<file path="config.mk">
export PLATFORM = sky130hd
export DESIGN_NAME = power_mode_control
export DESIGN_NICKNAME = d
export VERILOG_FILES = /design/src/common/pmc_pkg.sv /design/src/verilog/power_mode_control.sv
export SDC_FILE = /design/constraint.sdc
export NUM_CORES = 1
export LEC_CHECK = 0
export BUFFER_PORTS_ARGS = -buffer_cell sky130_fd_sc_hd__clkbuf_2
export CAP_MARGIN = 20
export CORE_UTILIZATION = 55
export CTS_CLUSTER_DIAMETER = 150
export CTS_CLUSTER_SIZE = 24
export DETAILED_ROUTE_END_ITERATION = 6
export PLACE_DENSITY = 0.85
export SYNTH_ARGS = -nofsm -noshare
export SYNTH_HDL_FRONTEND = slang
export SYNTH_SLANG_ARGS = --single-unit
</file>
<file path="constraint.sdc">
create_clock -name core_clk -period 3.8 [get_ports core_clk]
set_input_delay 0.38 -clock core_clk [delete_from_list [all_inputs] [get_ports core_clk]]
set_output_delay 0.38 -clock core_clk [all_outputs]
set_load 0.01 [all_outputs]
</file>
<file path="src/common/pmc_pkg.sv">
// Package: register map, field positions, counts and carriers for the power mode control block
package pmc_pkg;
    // Register indices; byte address is four times the index
    localparam logic [11:0] PMC_IDX_POWER_CONTROL = 12'h087;
    localparam logic [11:0] PMC_IDX_WAKE_CONFIG   = 12'h088;
    localparam logic [11:0] PMC_IDX_MODE_STATUS   = 12'h089;
    localparam logic [11:0] PMC_ADDR_POWER_CONTROL = 12'h21C;
    localparam logic [11:0] PMC_ADDR_WAKE_CONFIG   = 12'h220;
    localparam logic [11:0] PMC_ADDR_MODE_STATUS   = 12'h224;

    // Power control fields
    localparam int PMC_BIT_IDLE      = 0;
    localparam int PMC_BIT_PDOWN     = 1;
    localparam int PMC_BIT_USER0     = 2;
    localparam int PMC_BIT_USER1     = 3;
    localparam int PMC_BIT_COLD      = 4;
    localparam logic [7:0] PMC_POWER_CONTROL_RESET = 8'h10;

    // Wake configuration fields
    localparam int PMC_BIT_EXT0_EN = 0;
    localparam int PMC_BIT_EXT1_EN = 1;
    localparam int PMC_BIT_KBD_EN  = 2;
    localparam logic [2:0] PMC_WAKE_CONFIG_RESET = 3'h0;

    // Cycle counts
    localparam int PMC_KBD_WAKE_CYCLES  = 1024;
    localparam int PMC_WARM_RST_CYCLES  = 24;

    localparam logic [1:0] PMC_RESP_OKAY   = 2'h0;
    localparam logic [1:0] PMC_RESP_SLVERR = 2'h2;

    typedef enum logic [1:0] {
        PMC_SRC_NONE = 2'h0,
        PMC_SRC_EXT0 = 2'h1,
        PMC_SRC_EXT1 = 2'h2,
        PMC_SRC_KBD  = 2'h3
    } pmc_wake_src_t;

    typedef struct packed {
        logic        awvalid;
        logic [11:0] awaddr;
        logic        wvalid;
        logic [31:0] wdata;
        logic [3:0]  wstrb;
        logic        bready;
        logic        arvalid;
        logic [11:0] araddr;
        logic        rready;
    } pmc_axi_req_t;

    typedef struct packed {
        logic        awready;
        logic        wready;
        logic        bvalid;
        logic [1:0]  bresp;
        logic        arready;
        logic        rvalid;
        logic [31:0] rdata;
        logic [1:0]  rresp;
    } pmc_axi_rsp_t;
endpackage

</file>
<file path="src/verilog/power_mode_control.sv">
// Power mode control: idle and power-down sequencing with an AXI4-Lite register slave
// Functional notes
// - Idle bit set enters idle after write
// - Idle gates CPU clock, peripherals keep running
// - Idle preserves all CPU register state
// - Idle freezes port pins at entry state
// - Idle holds both bus strobes high
// - Enabled interrupt in idle clears idle bit
// - Return resumes after the idle instruction
// - Power-down bit stops oscillator, last instruction
// - RAM and registers kept through power-down
// - Only enabled external or keyboard wake power-down
// - Keyboard wake waits 1024 clocks before exit
// - Low pin restarts oscillator, release completes exit
// - First released pin exits, higher priority serviced
// - Return resumes after the power-down instruction
// - Reset exit reinitialises registers, interrupt keeps them
// - Both bits set: exit clears both, no idle
// - Cold-start flag set at power-up, software writable
// - Power-down bit cleared by any reset
// - Idle bit cleared by reset or interrupt
// - User flags owned by software only
//
// Added by the designer: the AXI4-Lite register port.
`timescale 1ns/1ps
`default_nettype none
module power_mode_control
    import pmc_pkg::*;
#(
    parameter int KBD_WAKE_CYCLES = PMC_KBD_WAKE_CYCLES,
    parameter int WARM_RST_CYCLES = PMC_WARM_RST_CYCLES
)(
    input  wire logic         core_clk,
    input  wire logic         rst_b,
    input  wire pmc_axi_req_t axiReq,
    output var  pmc_axi_rsp_t axiRsp,
    input  wire logic         warmRst,
    input  wire logic         irqActive,
    input  wire logic         irqVectorTaken,
    input  wire logic         ext0Pin_n,
    input  wire logic         ext1Pin_n,
    input  wire logic         kbdIrq,
    input  wire logic         aleCore,
    input  wire logic         fetchStrobeCore,
    output logic              cpuClkEn,
    output logic              periphClkEn,
    output logic              oscEnable,
    output logic              portHold,
    output logic              stateRetain,
    output logic              addrLatchStrobe,
    output logic              programFetchStrobe,
    output logic              wakeVector,
    output pmc_wake_src_t     wakeSrc,
    output logic              sfrReinit,
    output logic              coreReset
);
    // Counters are 16 and 8 bits wide
    if (KBD_WAKE_CYCLES < 1 || KBD_WAKE_CYCLES > 65535)
    begin : gKbdRangeBad
        $error("KBD_WAKE_CYCLES out of range");
    end
    if (WARM_RST_CYCLES < 1 || WARM_RST_CYCLES > 255)
    begin : gWarmRangeBad
        $error("WARM_RST_CYCLES out of range");
    end

    typedef enum logic [2:0] {
        PMC_RUN, PMC_IDLE, PMC_PDOWN, PMC_OSC_RESTART, PMC_KBD_WAIT
    } pmc_state_t;

    function automatic logic isPowerControl(input logic [11:0] addr);
        return addr == PMC_ADDR_POWER_CONTROL;
    endfunction

    function automatic logic isWakeConfig(input logic [11:0] addr);
        return addr == PMC_ADDR_WAKE_CONFIG;
    endfunction

    function automatic logic isModeStatus(input logic [11:0] addr);
        return addr == PMC_ADDR_MODE_STATUS;
    endfunction

    // Reset release through two flops
    logic rstMeta_reg;
    logic rstN;
    always_ff @(posedge core_clk or negedge rst_b)
    begin
        if (!rst_b)
        begin
            rstMeta_reg <= 1'b0;
            rstN        <= 1'b0;
        end
        else
        begin
            rstMeta_reg <= 1'b1;
            rstN        <= rstMeta_reg;
        end
    end

    pmc_state_t    state_reg;
    pmc_state_t    state_next;
    logic [7:0]    powerControl_reg;
    logic [7:0]    powerControl_next;
    logic [2:0]    wakeConfig_reg;
    logic [15:0]   kbdCount_reg;
    logic [7:0]    warmCount_reg;
    logic [1:0]    lowSeen_reg;
    pmc_axi_rsp_t  rsp_reg;
    logic          awHeld_reg;
    logic          wHeld_reg;
    logic [11:0]   awAddr_reg;
    logic [31:0]   wData_reg;
    logic [3:0]    wStrb_reg;

    // Write channel capture
    wire        awTake    = axiReq.awvalid && !awHeld_reg && !rsp_reg.bvalid;
    wire        wTake     = axiReq.wvalid && !wHeld_reg && !rsp_reg.bvalid;
    wire        awHave    = awHeld_reg || awTake;
    wire        wHave     = wHeld_reg || wTake;
    wire [11:0] wrAddr    = awHeld_reg ? awAddr_reg : axiReq.awaddr;
    wire [31:0] wrData    = wHeld_reg ? wData_reg : axiReq.wdata;
    wire [3:0]  wrStrb    = wHeld_reg ? wStrb_reg : axiReq.wstrb;
    wire        wrFire    = awHave && wHave && !rsp_reg.bvalid;
    wire        wrLane0   = wrStrb[0];
    wire        wrPc      = wrFire && wrLane0 && isPowerControl(wrAddr);
    wire        wrWake    = wrFire && wrLane0 && isWakeConfig(wrAddr);
    wire        wrHit     = isPowerControl(wrAddr) || isWakeConfig(wrAddr)
                            || isModeStatus(wrAddr);

    // Read channel
    wire        rdTake    = axiReq.arvalid && !rsp_reg.rvalid && !rsp_reg.arready;
    wire        rdHit     = isPowerControl(axiReq.araddr) || isWakeConfig(axiReq.araddr)
                            || isModeStatus(axiReq.araddr);
    // Reserved and serial-mode bits read as zero
    wire [31:0] rdPc      = {24'h000000, 3'h0, powerControl_reg[4:0]};
    wire [31:0] rdWake    = {29'h00000000, wakeConfig_reg};
    wire [31:0] rdStatus  = {24'h000000, 1'b0, lowSeen_reg, wakeSrc, state_reg};
    wire [31:0] rdData    = isPowerControl(axiReq.araddr) ? rdPc
                          : isWakeConfig(axiReq.araddr) ? rdWake
                          : isModeStatus(axiReq.araddr) ? rdStatus : 32'h00000000;

    // Warm reset qualification
    wire        warmFire  = warmRst && (warmCount_reg == 8'(WARM_RST_CYCLES - 1));

    // Wake decode
    wire        ext0Low   = wakeConfig_reg[PMC_BIT_EXT0_EN] && !ext0Pin_n;
    wire        ext1Low   = wakeConfig_reg[PMC_BIT_EXT1_EN] && !ext1Pin_n;
    wire        kbdWake   = wakeConfig_reg[PMC_BIT_KBD_EN] && kbdIrq;
    wire [1:0]  lowNow    = {ext1Low, ext0Low};
    wire [1:0]  lowAll    = lowSeen_reg | lowNow;
    wire        released  = (lowSeen_reg[0] && ext0Pin_n) || (lowSeen_reg[1] && ext1Pin_n);
    wire        kbdDone   = kbdCount_reg == 16'(KBD_WAKE_CYCLES - 1);
    wire        pdExit    = (state_reg == PMC_OSC_RESTART && released)
                          || (state_reg == PMC_KBD_WAIT && kbdDone);
    wire        idleExit  = state_reg == PMC_IDLE && irqActive;
    pmc_wake_src_t exitSrc;
    assign exitSrc = (state_reg == PMC_KBD_WAIT) ? PMC_SRC_KBD
                   : lowSeen_reg[0] ? PMC_SRC_EXT0 : PMC_SRC_EXT1;

    // Next power control value; software set wins over hardware clear
    always_comb
    begin
        powerControl_next = powerControl_reg;
        if (idleExit || irqVectorTaken)
            powerControl_next[PMC_BIT_IDLE] = 1'b0;
        if (pdExit)
        begin
            powerControl_next[PMC_BIT_IDLE]  = 1'b0;
            powerControl_next[PMC_BIT_PDOWN] = 1'b0;
        end
        if (wrPc)
            powerControl_next[4:0] = wrData[4:0];
    end

    // Mode sequencing
    always_comb
    begin
        state_next = state_reg;
        case (state_reg)
            PMC_RUN:
            begin
                if (powerControl_reg[PMC_BIT_PDOWN])
                    state_next = PMC_PDOWN;
                else if (powerControl_reg[PMC_BIT_IDLE])
                    state_next = PMC_IDLE;
            end
            PMC_IDLE:
            begin
                if (irqActive)
                    state_next = PMC_RUN;
            end
            PMC_PDOWN:
            begin
                if (ext0Low || ext1Low)
                    state_next = PMC_OSC_RESTART;
                else if (kbdWake)
                    state_next = PMC_KBD_WAIT;
            end
            PMC_OSC_RESTART:
            begin
                if (released)
                    state_next = PMC_RUN;
            end
            PMC_KBD_WAIT:
            begin
                if (kbdDone)
                    state_next = PMC_RUN;
            end
            default:
                state_next = PMC_RUN;
        endcase
    end

    // A qualified warm reset forces run, so the outputs follow the state register
    wire        nextRun   = warmFire || state_next == PMC_RUN;
    wire        nextIdle  = !warmFire && state_next == PMC_IDLE;
    wire        nextPd    = !warmFire && state_next == PMC_PDOWN;

    // Register file and sequencer; warm reset clears all but the cold-start flag
    always_ff @(posedge core_clk or negedge rstN)
    begin
        if (!rstN)
        begin
            state_reg        <= PMC_RUN;
            powerControl_reg <= PMC_POWER_CONTROL_RESET;
            wakeConfig_reg   <= PMC_WAKE_CONFIG_RESET;
            kbdCount_reg     <= 16'h0000;
            lowSeen_reg      <= 2'h0;
            warmCount_reg    <= 8'h00;
        end
        else if (warmFire)
        begin
            state_reg        <= PMC_RUN;
            powerControl_reg <= {3'h0, powerControl_reg[PMC_BIT_COLD], 4'h0};
            wakeConfig_reg   <= PMC_WAKE_CONFIG_RESET;
            kbdCount_reg     <= 16'h0000;
            lowSeen_reg      <= 2'h0;
            warmCount_reg    <= 8'h00;
        end
        else
        begin
            state_reg        <= state_next;
            powerControl_reg <= powerControl_next;
            if (wrWake)
                wakeConfig_reg <= wrData[2:0];
            kbdCount_reg     <= (state_reg == PMC_KBD_WAIT) ? kbdCount_reg + 16'h0001 : 16'h0000;
            lowSeen_reg      <= (state_reg == PMC_OSC_RESTART || state_next == PMC_OSC_RESTART)
                                ? lowAll : 2'h0;
            warmCount_reg    <= warmRst ? warmCount_reg + 8'h01 : 8'h00;
        end
    end

    // Mode outputs, all registered
    always_ff @(posedge core_clk or negedge rstN)
    begin
        if (!rstN)
        begin
            cpuClkEn           <= 1'b1;
            periphClkEn        <= 1'b1;
            oscEnable          <= 1'b1;
            portHold           <= 1'b0;
            stateRetain        <= 1'b0;
            addrLatchStrobe    <= 1'b1;
            programFetchStrobe <= 1'b1;
            wakeVector         <= 1'b0;
            wakeSrc            <= PMC_SRC_NONE;
            sfrReinit          <= 1'b0;
            coreReset          <= 1'b1;
        end
        else
        begin
            cpuClkEn           <= nextRun;
            periphClkEn        <= nextRun || nextIdle;
            oscEnable          <= !nextPd;
            portHold           <= !nextRun;
            stateRetain        <= !nextRun;
            addrLatchStrobe    <= nextIdle ? 1'b1 : (nextRun ? aleCore : 1'b0);
            programFetchStrobe <= nextIdle ? 1'b1 : (nextRun ? fetchStrobeCore : 1'b0);
            wakeVector         <= (pdExit || idleExit) && !warmFire;
            if (pdExit && !warmFire)
                wakeSrc <= exitSrc;
            sfrReinit          <= warmFire;
            coreReset          <= warmFire;
        end
    end

    // AXI4-Lite slave
    always_ff @(posedge core_clk or negedge rstN)
    begin
        if (!rstN)
        begin
            rsp_reg    <= '0;
            awHeld_reg <= 1'b0;
            wHeld_reg  <= 1'b0;
            awAddr_reg <= 12'h000;
            wData_reg  <= 32'h00000000;
            wStrb_reg  <= 4'h0;
        end
        else
        begin
            rsp_reg.awready <= awTake && !wrFire;
            rsp_reg.wready  <= wTake && !wrFire;
            if (wrFire)
            begin
                rsp_reg.awready <= !awHeld_reg;
                rsp_reg.wready  <= !wHeld_reg;
            end
            if (awTake && !wrFire)
            begin
                awHeld_reg <= 1'b1;
                awAddr_reg <= axiReq.awaddr;
            end
            if (wTake && !wrFire)
            begin
                wHeld_reg <= 1'b1;
                wData_reg <= axiReq.wdata;
                wStrb_reg <= axiReq.wstrb;
            end
            if (wrFire)
            begin
                awHeld_reg    <= 1'b0;
                wHeld_reg     <= 1'b0;
                rsp_reg.bvalid <= 1'b1;
                rsp_reg.bresp  <= wrHit ? PMC_RESP_OKAY : PMC_RESP_SLVERR;
            end
            else if (rsp_reg.bvalid && axiReq.bready)
                rsp_reg.bvalid <= 1'b0;
            rsp_reg.arready <= rdTake;
            if (rdTake)
            begin
                rsp_reg.rvalid <= 1'b1;
                rsp_reg.rdata  <= rdData;
                rsp_reg.rresp  <= rdHit ? PMC_RESP_OKAY : PMC_RESP_SLVERR;
            end
            else if (rsp_reg.rvalid && axiReq.rready)
                rsp_reg.rvalid <= 1'b0;
        end
    end

    assign axiRsp = rsp_reg;
endmodule // power_mode_control
`default_nettype wire

</file>
==> impl_metrics.toml <==
[worst_setup_path]
r2r.worst_path.cells = 5
slowest_delay_ns = 0.58
cp_cell_sequence = "or4b_4, o32a_1, a2111oi_4, nor2_1, a211oi_1"
required_ns = 4.05
crit_arrival_ns = 2.60
crit_path_end = "wakeConfig_reg[0]$_DFFE_PN0P_"
rr_startpoint = "awHeld_reg$_DFFE_PN0P_"
ff2ff_setup_slack_ns = 1.46
cp-end-kind = "register"
startpoint = "awHeld_reg$_DFFE_PN0P_"
critPathKind = "register to register"
cpMaxStageDelayCell = "or4b_4"
cp_max_fo = 10
critPathLaunchType = "register"
r2r_end = "wakeConfig_reg[0]$_DFFE_PN0P_"

[yosys]
synth_cell_types = 54
seq_area_frac_synth_pct = 52.9
yosys_warnings = 0
synth.avg_cell_area_um2 = 11.0
netlist.area_leader.share_pct = 48.3
yosysMostFrequentCell = "dfrtp_1"
yosys.area.top_type = "dfrtp_1"
netlist_area_um2 = 3990
synth_async_sr_flop_share_pct = 100
synth.ff_latch_count = 84
synthCells = 364
synthFlopType = "dfrtp_1"
synth.top_cells.by_area = "dfrtp_1 48%, mux2_2 7.3%, buf_4 5.3%"
synth_enable_flop_cells = 0
synth_common_cells = "77 x dfrtp_1, 45 x nor2_1, 28 x buf_4"

[pwr]
p_leak_nw = 2.12
power_density_nw_per_um2 = 571
vdd_drop_max_uv = 487

[placed_design]
dp_hpwl_um = 5350
gp_congestion = 0.811
portBuffers = 70
postPlaceCellArea_um2 = 4310
pre_cts_slack_ns = 1.51

[sta]
period_minus_slack_ns = 2.34
max_freq_ghz = 0.427
drv_slew = 0
finalCritPeriodShare_pct = 61.6
final.setup.tns_ns = 0
worst_slew_pin_slew_ns = 0.907
setup_viol = 0
fin_skew_ns = 0.00918
final_hold_viol_count = 0
rsz0062_at_grt = "false"
final.setup.worst_slack_ns = 1.46
max-slew-margin-rel_pct = 38.7

[grt]
antenna_found_initial = 0
grt_start_max_net_pins = 83
gr-total-overflow = 0
track_usage_pct = 21.7
grt_first_pass_wirelength_um = 12600
grt_pass1_vias = 2792

[clock_tree]
cts.clk_slew.worst_paths_ns = 0.08
clock-sinks = 84
cts_tree = "yes"
cts_max_level = 3
clk_latency_ns = 0.35
cts_made_buffers = 9
post_cts_resized = 0
clockRootBuffer = "clkbuf_8"
clk_path_buf_depth = 2

[cells_and_area]
drive_above_1_share_pct = 28.4
area_delta_synth_final_pct = 14.7
final_area_um2 = 4580
diodes = 0
utilization_pct = 66.3
largest_reg_flops = 16
fin_nets = 512

[route]
remaining_drc_errors = 0
vias = 2883
wl_per_cell_um = 13.9
dr.first_iter.drc_count = 168
wl_um = 7460
vias_per_cell = 5.38
ant_nets = 0
dr.pass1.iters = 4

[floorplanning]
dieArea_um2 = 7600
die_height_um = 87.2
start_util_pct = 57.8
core_um2 = 6910
io_pins = 128
dieWidth_um = 87.2
num_rows = 30

[hold_path]
hold_class = "register to async pin"

[flow_run]
cap_violations = 0

[outcome]
status = "finished, final reports clean"
==> final cells by class <==
class                      count  area (um2)
tap                           96         120
sequential                    84        2110
fill                         550        2330
clock inverter                 5         103
clock buffer                  11         131
multi-input combinational    257        1680
timing repair buffer          72         388
inverter                      11        41.3
==> where the power goes <==
part,leakage (nW),internal [mW],switching [mW]
clock network,0.114,0.436,0.303
logic,0.937,0.300,0.313
registers,1.07,1.11,0.155
==> worst min-delay path by stage <==
stage / from / endpoint / slack, ns / cells past startpoint
detailed placement: rst_b / rstMeta_reg$_DFF_PN0_ / 0.17 / 1
floorplan: rst_b / rstMeta_reg$_DFF_PN0_ / 0.08 / 0
finish: rstN$_DFF_PN0_ / awAddr_reg[8]$_DFFE_PN0P_ / 0.15 / 0
global placement: rst_b / rstMeta_reg$_DFF_PN0_ / 0.17 / 1
CTS: axiReq[0] / axiRsp[34]$_DFFE_PN0P_ / 0.18 / 2
global route: rstN$_DFF_PN0_ / awAddr_reg[8]$_DFFE_PN0P_ / 0.16 / 0
==> critical path: cells and delay by family, from the launching register on <==
kind,cells,cell delay (ns)
AO/OA/AOI/OAI,3,1.07
flip-flops,1,0.48
AND/OR/NAND/NOR,2,0.69
==> through the flow <==
| stage | power [mW] | std cells | hold WS [ns] |
|---|---|---|---|
| after global routing | 2.76 | 536 | 0.165 |
| after global placement | 1.86 | 518 | 0.166 |
| after detailed placement | 1.89 | 518 | 0.168 |
| after floorplan | 1.74 | 390 | 0.0844 |
| final | 2.62 | 536 | 0.151 |
| after CTS | 2.63 | 535 | 0.178 |
==> cells by family after synthesis <==
kind of cell | share of synthesized area (%)
and+or+nand+nor | 17.9
AOI/OAI and AO/OA | 8.46
buffers and inverters | 7.43
xor gates and xnor gates | 3.95
DFF | 52.9
muxes | 8.59
other | 0.188
adders and majority gates | 0.627
==> timing repair <==
action                                 in CTS  in global routing
hold buffers                                1                  0
endpoints found under the hold margin       2                  0
setup buffers                               0                  0
==> layout by cell type, fill, tap and decap left out, types with 8 or more instances in the layout <==
cell       n
dfrtp_1   76
clkbuf_2  70
nor2_1    45
conb_1    28
mux2_2    26
nand2_1   17
nand3_1   12
inv_1     10
xor2_1    10
o21ai_0    9
nor4_1     9
clkbuf_8   9
xnor2_1    8
==> routing by layer <==
layer | GRT usage (%) | routed length (um)
met4 | 6.86 | 81
met2 | 37.4 | 3750
met1 | 26.0 | 3170
met5 | 0 | 0
met3 | 6.82 | 454
No activity file was read; power rests on OpenSTA's default activity.
